**src/core/keypad_pkg.sv**
```systemverilog
// Contract
// - Exactly one of the four row lines is low and the other three are high.
// - Each row is driven low in turn so every row is exercised once a cycle; the code holds the host's pattern and steps one row only on an invalid one.
// - The row pattern holds between frames and changes only on the last rising serial clock of a selected frame.
// - All eight columns are sampled while a row is low to locate a key.
// - Each transfer returns the column response on the master-in data line.
// - The scanner answers only while the keypad chip select is asserted.
// - Two quadrature phases and the push switch are passed on to the host.
package keypad_pkg;

    // ****************************************
    // Matrix shape and reset values
    // ****************************************
    localparam int         ROWS          = 4;
    localparam int         COLS          = 8;
    localparam logic [3:0] ROW_RESET     = 4'hE;
    localparam logic [7:0] COL_IDLE      = 8'hFF;
    localparam logic [2:0] BIT_CNT_RESET = 3'h0;
    localparam logic [2:0] BIT_LAST      = 3'h7;

    // Synchronised pin group.
    typedef struct packed {
        logic       sclk;
        logic       cs_n;
        logic       mosi;
        logic [7:0] col;
        logic       pha;
        logic       phb;
        logic       sw_n;
    } pins_t;

    localparam int PINS_W = $bits(pins_t);

endpackage

```
**src/core/sync2.sv**
```systemverilog
`timescale 1ns/1ps
module sync2 #(
    parameter int W = 1
) (
    // Clock and reset.
    input  wire logic         clk_i,
    input  wire logic         nrst_i,
    // Data.
    input  wire logic [W-1:0] d_i,
    output logic      [W-1:0] q_o
);

    logic [W-1:0] meta;
    logic [W-1:0] stage;

    // Two flip-flop synchroniser; the first stage feeds only the second.
    always_ff @(posedge clk_i or negedge nrst_i) begin
        if (!nrst_i) begin
            meta  <= '1;
            stage <= '1;
        end else begin
            meta  <= d_i;
            stage <= meta;
        end
    end

    assign q_o = stage;

endmodule

```
**src/core/keypad_scanner.sv**
```systemverilog
`timescale 1ns/1ps
module keypad_scanner (
    // Clock and reset.
    input  wire logic       clk_i,
    input  wire logic       nrst_i,
    // Serial port from the host.
    input  wire logic       sclk_i,
    input  wire logic       keypad_chip_select_n_i,
    input  wire logic       mosi_i,
    output logic            miso_o,
    output logic            miso_oe_n_o,
    // Keypad matrix.
    output logic [3:0]      row_n_o,
    input  wire logic [7:0] col_n_i,
    // Rotary selector.
    input  wire logic       quadrature_phase_a_i,
    input  wire logic       quadrature_phase_b_i,
    input  wire logic       push_switch_n_i,
    output logic            phase_a_o,
    output logic            phase_b_o,
    output logic            push_switch_n_o
);

    // ****************************************
    // Pin synchronisation
    // ****************************************
    keypad_pkg::pins_t raw;
    keypad_pkg::pins_t pins;

    assign raw = '{sclk: sclk_i, cs_n: keypad_chip_select_n_i, mosi: mosi_i,
                   col: col_n_i, pha: quadrature_phase_a_i,
                   phb: quadrature_phase_b_i, sw_n: push_switch_n_i};

    sync2 #(.W(keypad_pkg::PINS_W)) u_sync (
        .clk_i     (clk_i),
        .nrst_i    (nrst_i),
        .d_i       (raw),
        .q_o       (pins)
    );

    // ****************************************
    // Row pattern decode
    // ****************************************
    // True when exactly one row line of the pattern is low; used by the
    // frame end load and by the checks.
    function automatic logic single_low(input logic [3:0] pat);
        return $countones(~pat) == 1;
    endfunction

    // ****************************************
    // Serial state
    // ****************************************
    // Every pin reaches the logic two clocks late, so the serial clock must
    // stay at each level for at least three clocks to be seen reliably.
    logic       sclk_d;
    logic [3:0] row_shift;
    logic [3:0] row_n;
    logic [7:0] tx;
    logic [2:0] bit_cnt;
    logic [3:0] next_row_shift;
    logic [3:0] next_row_n;
    logic [7:0] next_tx;
    logic [2:0] next_bit_cnt;
    logic       rise;
    logic       fall;
    logic       active;

    assign active = !pins.cs_n;
    assign rise   = active && pins.sclk && !sclk_d;
    assign fall   = active && !pins.sclk && sclk_d;

    // Next values: shift in the row pattern, shift out column response.
    always_comb begin
        next_row_shift = row_shift;
        next_row_n     = row_n;
        next_tx        = tx;
        next_bit_cnt   = bit_cnt;
        if (!active) begin
            next_bit_cnt = keypad_pkg::BIT_CNT_RESET;
            next_tx      = pins.col;
        end else begin
            if (rise) begin
                next_row_shift = {row_shift[2:0], pins.mosi};
                next_bit_cnt   = bit_cnt + 3'h1;
            end
            if (fall) begin
                next_tx = {tx[6:0], 1'b1};
            end
        end
        if (rise && bit_cnt == keypad_pkg::BIT_LAST) begin
            if (single_low(next_row_shift)) begin
                next_row_n = next_row_shift;
            end else begin
                next_row_n = {row_n[2:0], row_n[3]};
            end
        end
    end

    // Register the serial state; the row pattern keeps its last value.
    always_ff @(posedge clk_i or negedge nrst_i) begin
        if (!nrst_i) begin
            sclk_d    <= 1'b0;
            row_shift <= keypad_pkg::ROW_RESET;
            row_n     <= keypad_pkg::ROW_RESET;
            tx        <= keypad_pkg::COL_IDLE;
            bit_cnt   <= keypad_pkg::BIT_CNT_RESET;
        end else begin
            sclk_d    <= pins.sclk;
            row_shift <= next_row_shift;
            row_n     <= next_row_n;
            tx        <= next_tx;
            bit_cnt   <= next_bit_cnt;
        end
    end

    // ****************************************
    // Outputs
    // ****************************************
    // row pattern, held between frames
    assign row_n_o     = row_n;
    assign miso_o      = tx[7];
    assign miso_oe_n_o = pins.cs_n;

    assign phase_a_o       = pins.pha;
    assign phase_b_o       = pins.phb;
    assign push_switch_n_o = pins.sw_n;
endmodule

```
**config.mk**
```make
export PLATFORM = sky130hd
export DESIGN_NAME = keypad_scanner
export DESIGN_NICKNAME = d
export VERILOG_FILES = /design/src/core/keypad_pkg.sv /design/src/core/sync2.sv /design/src/core/keypad_scanner.sv
export SDC_FILE = /design/constraint.sdc
export NUM_CORES = 1
export LEC_CHECK = 0
export BUFFER_PORTS_ARGS = -buffer_cell sky130_fd_sc_hd__buf_2
export CORE_ASPECT_RATIO = 0.75
export CORE_UTILIZATION = 55
export CTS_CLUSTER_DIAMETER = 80
export DETAILED_ROUTE_END_ITERATION = 16
export HOLD_SLACK_MARGIN = 0.15
export PLACE_DENSITY_LB_ADDON = 0.08
export SLEW_MARGIN = 20
export SYNTH_ARGS = -nofsm -noshare
export SYNTH_HDL_FRONTEND = slang
export SYNTH_HIERARCHICAL = 1
export SYNTH_SLANG_ARGS = --single-unit
```
**constraint.sdc**
```tcl
create_clock -name clk_i -period 4.1 [get_ports clk_i]
set_input_delay 0.205 -clock clk_i [delete_from_list [all_inputs] [get_ports clk_i]]
set_output_delay 0.205 -clock clk_i [all_outputs]
set_load 0.03 [all_outputs]
```
==> impl_metrics.json, run 1 <==
{
  "status": "finished clean",
  "drtIter0Drc": 66,
  "synth_compound_area_share_pct": 3.47,
  "reg2regPathDepth": 10,
  "yosys.area_share.adder_pct": 4.05,
  "die_w_um": 66.8,
  "grt_max_degree": 49,
  "clkLatencyLatePin_ns": 0.29,
  "viasPerCell": 4.81,
  "post-synth-top-area-fraction_pct": 63.8,
  "clk_pin_slew_ns": 0.08,
  "ir_drop_v": 0.000352,
  "drtPass1Iterations": 4,
  "drive_above_1_share_pct": 53.2,
  "nets": 174,
  "hold_ws_ns": 0.358,
  "cts_max_level": 2,
  "port_buffers": 24,
  "crit_required_ns": 4.32,
  "grt_use_total_pct": 19.9,
  "final_cell_mix": "dfstp_2, buf_2, dlygate4sd3_1, mux2i_1",
  "hold_class": "flip-flop to flip-flop",
  "fillers": 198,
  "yosysTopAreaCell": "dfstp_2",
  "io_pins": 25,
  "tns_ns": 0,
  "syn_avg_cell_area_um2": 15.6,
  "crit_type": "flip-flop to flip-flop",
  "root_buffer": "clkbuf_8",
  "area_delta_synth_final_pct": 24.5,
  "clock.fmax_mhz": 330,
  "area.sequential_mm2": 0.00125,
  "hold_path_depth": 0,
  "synth_top_family_by_area": "multiplexers",
  "worst_pin_slew_ns": 0.828,
  "pre_cts_ws_ns": 1.06,
  "crit_path_end_kind": "flip-flop",
  "cts_tree": "done",
  "cts_buffers": 5,
  "synthCells": 111,
  "grt_pass1_vias": 945,
  "hold_viol": 0,
  "layout_commonest_cell": "dfstp_2",
  "dpl.hpwl_um": 1640,
  "grt_pass1_wl_um": 4490,
  "cap_violations": 0,
  "multi_input_area_um2": 447,
  "synth_mux_area_share_pct": 10.7,
  "synth-seq-area-share_pct": 72.5,
  "synth.distinct_cells": 19,
  "maxSlewViolCount": 0,
  "rsz0062_at_grt": "no",
  "num_vias": 924,
  "clock-sinks": 48,
  "row_count": 17,
  "synth_area_mm2": 0.00173,
  "die_area_mm2": 0.00338,
  "synth-simple-area-share_pct": 7.09,
  "period_minus_slack_ns": 3.03,
  "grt_overflow": 0,
  "startpoint_type": "flip-flop",
  "ant_nets": 0,
  "relSlewSlack_pct": 44.7,
  "fin_crit_sh_pct": 74.0,
  "start_util_pct": 58.5,
  "synth_area_leaders": "dfstp_2, dfrtp_1, mux2i_1",
  "critPathMaxFanout": 5,
  "route.detailed.drc": 0,
  "p_per_area_mw_per_mm2": 525,
  "power.leakage_nw": 0.948,
  "cp.arrival_ns": 3.25,
  "clockBufferDepth": 2,
  "skew_ns": 0.00419,
  "finalSetupViolCount": 0,
  "yosys_warnings": 6,
  "core_area_mm2": 0.00296,
  "ys_ff_latch": 48,
  "antenna_found_initial": 0,
  "synth.net_count": 132,
  "setup_slack_ns": 1.07,
  "post_drt_wl_per_cell_um": 14.0,
  "diodes": 0,
  "gp_congestion": 0.675,
  "wirelength_um": 2690,
  "yosys.area_share.xor_xnor_pct": 0.506,
  "die_y_um": 50.6
}
[through the flow]
stage | power [mW] | util [%] | area [um^2] | cells
final | 1.13 | 72.9 | 2150 | 192
after global routing | 1.19 | 72.9 | 2150 | 192
after CTS | 1.14 | 72.8 | 2150 | 192
after detailed placement | 0.770 | 63.4 | 1880 | 169
after global placement | 0.759 | 63.4 | 1880 | 169
after floorplan | 0.723 | - | 1730 | 111
[cell families (layout without fill, tap and decap cells)]
logic type	count (synthesis)	in the layout
DFF	48	48
AOI/OAI and AO/OA	12	12
adders and majority gates	5	5
buffers and inverters	6	49
muxes	18	18
and+or+nand+nor	21	21
xor gates and xnor gates	1	1
[registers in the layout, indices dropped and copies added, names as in the netlist]
signal       flops
u_sync/q_o      14
bit_cnt          3
u_sync/meta     14
tx               8
sclk_d           1
row_shift        4
row_n_o          4
[path summary, 6_finish.rpt]
path | startpoint | endpoint | slack, ns
setup / recovery | u_sync/q_o[13] | row_n_o[3] | 1.07
hold / removal | u_sync/meta[13] | u_sync/q_o[13] | 0.36
setup reg to reg | u_sync/q_o[13] | row_n_o[3] | 1.07
hold reg to reg | u_sync/meta[13] | u_sync/q_o[13] | 0.36
max in group asynchronous | nrst_i | row_shift[1] | 3.27
min in group asynchronous | nrst_i | sclk_d | 0.45
[where the power goes]
| group | leakage [nW] | switching, mW | total (mW) | internal [mW] |
|---|---|---|---|---|
| clock network | 0.0645 | 0.145 | 0.360 | 0.215 |
| registers | 0.519 | 0.0245 | 0.562 | 0.538 |
| logic | 0.364 | 0.0969 | 0.209 | 0.112 |
| total | 0.948 | 0.267 | 1.13 | 0.865 |
[metal layers]
layer  routed length [um]  share of wire [%]  vias to the layer above  global-route usage (%)
met5                    0                  0                        -                       0
met4                   43                1.6                        0                    8.51
met3                  109                4.1                        5                    7.27
met2                 1300                 48                       20                    29.0
met1                 1240                 46                      449                    26.9
li1                     -                  -                      450                       -
[worst max-delay path, cell delays in order, from the launching register on]
cell      delay [ns]
dfstp_2         0.58
nand2b_4        0.09
nor2_4          0.16
mux2_2          0.38
fa_1            0.54
inv_1           0.04
ha_1            0.18
ha_1            0.33
nor3b_4         0.32
mux2i_1         0.25
a21oi_1         0.09
[repair_timing]
action,in CTS,in global routing
hold buffers,15,0
resized for setup,0,0
endpoints found under the hold margin,20,0
buffers inserted,0,0
endpoints found under the setup margin,0,0
[synthesized netlist by cell type]
cell type  instances
a21oi_1            4
and4bb_2           1
buf_2              3
buf_4              1
dfrtp_1            6
dfstp_2           42
fa_1               1
ha_1               4
inv_1              2
mux2_2             4
mux2i_1           14
nand2_1            8
nand2b_4           1
nor2_1             8
nor2_4             1
nor2b_1            1
nor3b_4            1
o21ai_0            8
xor2_1             1
[area by class of cell]
type | instances | area share, %
flip-flops and latches | 48 | 58.2
clock inverters | 1 | 1.39
well taps | 38 | 2.21
clock buffers | 7 | 4.47
multi-input cells | 57 | 20.7
repair buffers | 39 | 12.7
inverters | 2 | 0.348
Power figures use the tool's default switching activity.
==> run 2, diff against run 1 <==
--- a/config.mk
+++ b/config.mk
@@ -7,7 +7,7 @@
 export LEC_CHECK = 0
 export BUFFER_PORTS_ARGS = -buffer_cell sky130_fd_sc_hd__buf_2
 export CORE_ASPECT_RATIO = 0.75
-export CORE_UTILIZATION = 55
+export CORE_UTILIZATION = 49
 export CTS_CLUSTER_DIAMETER = 80
 export DETAILED_ROUTE_END_ITERATION = 16
 export HOLD_SLACK_MARGIN = 0.15
==> constraint.sdc (replaced) <==
create_clock -name clk_i -period 2.6 [get_ports clk_i]
set_input_delay 0.13 -clock clk_i [delete_from_list [all_inputs] [get_ports clk_i]]
set_output_delay 0.13 -clock clk_i [all_outputs]
set_load 0.03 [all_outputs]
==> run 2 against run 1 <==
- the flow now finishes with violations (negative setup slack)
- die area increased by 12%
- combinational power increased by 83%
- highest routed layer unchanged
- largest power group unchanged
- fmax is 9.1% higher
- wire length fell by 4.3%
- register-to-register slack worse by 1.2 ns
- flip-flop and latch count unchanged
- sequential share of layout area fell by 1.8 points
==> impl_metrics.json, run 2 (synthesis gave the netlist of run 1 again) <==
{
  "status": "finished, violations left",
  "violations": "negative setup slack",
  "grt_pass1_wl_um": 4200,
  "p_per_area_mw_per_mm2": 827,
  "cap_violations": 0,
  "fillers": 254,
  "rsz0062_at_grt": "yes",
  "power.leakage_nw": 0.981,
  "die_w_um": 70.6,
  "root_buffer": "clkbuf_8",
  "grt_max_degree": 49,
  "drtIter0Drc": 29,
  "finalInstanceArea_mm2": 0.00222,
  "row_count": 18,
  "nets": 180,
  "reg2reg_from": "u_sync/q_o[13]",
  "worst_pin_slew_ns": 0.984,
  "critPathMaxFanout": 4,
  "num_vias": 958,
  "cp.arrival_ns": 3.00,
  "slowest_stage": "dfstp_2",
  "intPower_mw": 1.41,
  "area_delta_synth_final_pct": 28.5,
  "finalSetupViolCount": 4,
  "drtPass1Iterations": 3,
  "grt_use_total_pct": 16.1,
  "startpoint_type": "flip-flop",
  "maxSlewViolCount": 0,
  "die_y_um": 53.5,
  "clock.fmax_mhz": 360,
  "hold_path_depth": 0,
  "clkLatencyLatePin_ns": 0.29,
  "cts_buffers": 5,
  "r2r_end": "row_n_o[2]",
  "clock_power_share_pct": 31.1,
  "gp_congestion": 0.705,
  "cpPeakStageDelay_ns": 0.56,
  "placed_area_mm2": 0.00193,
  "cts_max_level": 2,
  "final_cell_mix": "dfstp_2, buf_2, dlygate4sd3_1, mux2i_1",
  "cp_cell_sequence": "nand2b_4 -> nor2_4 -> mux2_2 -> fa_1 -> inv_1 -> ha_2 -> ha_4 -> nor3b_4 -> mux2i_1 -> a21oi_1",
  "crit_type": "flip-flop to flip-flop",
  "crit_path_end_kind": "flip-flop",
  "p_total_mw": 1.84,
  "hold_viol": 0,
  "drive_above_1_share_pct": 55.6,
  "dpl.hpwl_um": 1620,
  "p_comb_share_pct": 20.8,
  "antenna_found_initial": 0,
  "reg2regPathDepth": 10,
  "relSlewSlack_pct": 34.4,
  "skew_ns": 0.00766,
  "cts_tree": "done",
  "post_drt_wl_per_cell_um": 12.9,
  "period_minus_slack_ns": 2.78,
  "clk_pin_slew_ns": 0.08,
  "grt_overflow": 0,
  "finish.utilization_pct": 66.7,
  "holdCritStartpoint": "u_sync/meta[8]",
  "reg2reg_slack_ns": -0.18,
  "ir_drop_v": 0.000481,
  "viasPerCell": 4.79,
  "fin_crit_sh_pct": 107,
  "switching_share_pct": 23.5,
  "route.detailed.drc": 0,
  "io_pins": 25,
  "layout_commonest_cell": "dfstp_2",
  "dpl.cell_count": 175,
  "wirelength_um": 2570,
  "grt_pass1_vias": 874,
  "port_buffers": 24,
  "p_sw_uw": 433,
  "start_util_pct": 51.9,
  "pwr-share-seq_pct": 48.1,
  "setup_slack_ns": -0.180,
  "diodes": 0,
  "die_area_mm2": 0.00378,
  "core_area_mm2": 0.00333,
  "ctsResizeCount": 0,
  "clock-sinks": 48,
  "ant_nets": 0,
  "crit_required_ns": 2.82,
  "hold_class": "flip-flop to flip-flop",
  "fin_cells": 200,
  "clockBufferDepth": 2,
  "min_to": "u_sync/q_o[8]"
}
[run 2: metrics by stage]
step / worst slack [ns] / TNS [ns] / hold WS (ns)
2_1_floorplan: -0.151 / -0.486 / -0.166
3_3_place_gp: -0.137 / -0.494 / 0.235
3_5_place_dp: -0.199 / -0.742 / 0.236
4_1_cts: -0.204 / -0.755 / 0.359
5_1_grt: -0.277 / -1.05 / 0.361
6_report: -0.180 / -0.646 / 0.358
[run 2: layer usage]
layer | part of all wire [%] | GRT usage (%) | wire length (um)
met5 | 0 | 0 | 0
met4 | 1.5 | 8.00 | 38
met3 | 4.4 | 6.10 | 114
met2 | 45 | 23.1 | 1160
met1 | 49 | 21.7 | 1250
[run 2: timing repair]
action,4_1_cts,5_1_grt
gates cloned,0,0
endpoints found under the setup margin,4,4
buffers inserted,1,1
hold buffers,15,0
pin swaps,2,1
hold endpoints to repair,20,0
[run 2: power by group through the flow]
| stage | Combinational [mW] | Sequential, mW | Clock [mW] |
|---|---|---|---|
| floorplan | 0.287 | 0.893 | 0 |
| finish | 0.383 | 0.884 | 0.572 |
| global route | 0.420 | 0.893 | 0.621 |
| CTS | 0.392 | 0.884 | 0.589 |
| detailed placement | 0.369 | 0.896 | 0 |
| global placement | 0.356 | 0.895 | 0 |
[run 2: layout make-up]
cell class,instances,area (um^2),share of cell area [%]
multi-input combinational,57,469,21.1
clock inverter,1,30.0,1.35
timing repair buffer,45,315,14.2
sequential,48,1250,56.4
inverter,2,7.51,0.338
clock buffer,7,97.6,4.39
tap,40,50.0,2.25
[run 2: worst max path at each step]
stage                        start         end
floorplan           u_sync/q_o[13]  row_n_o[0]
global placement    u_sync/q_o[13]  row_n_o[1]
detailed placement  u_sync/q_o[13]  row_n_o[2]
CTS                 u_sync/q_o[13]  row_n_o[2]
global route        u_sync/q_o[13]  row_n_o[2]
finish              u_sync/q_o[13]  row_n_o[2]
[run 2: critical path: cells and delay by family, from the launching register on]
family	cells	cell delay (ns)
and+or+nand+nor	3	0.49
muxes	2	0.64
DFF	1	0.56
adders and majority gates	3	0.87
AOI/OAI and AO/OA	1	0.09
buffers and inverters	1	0.04
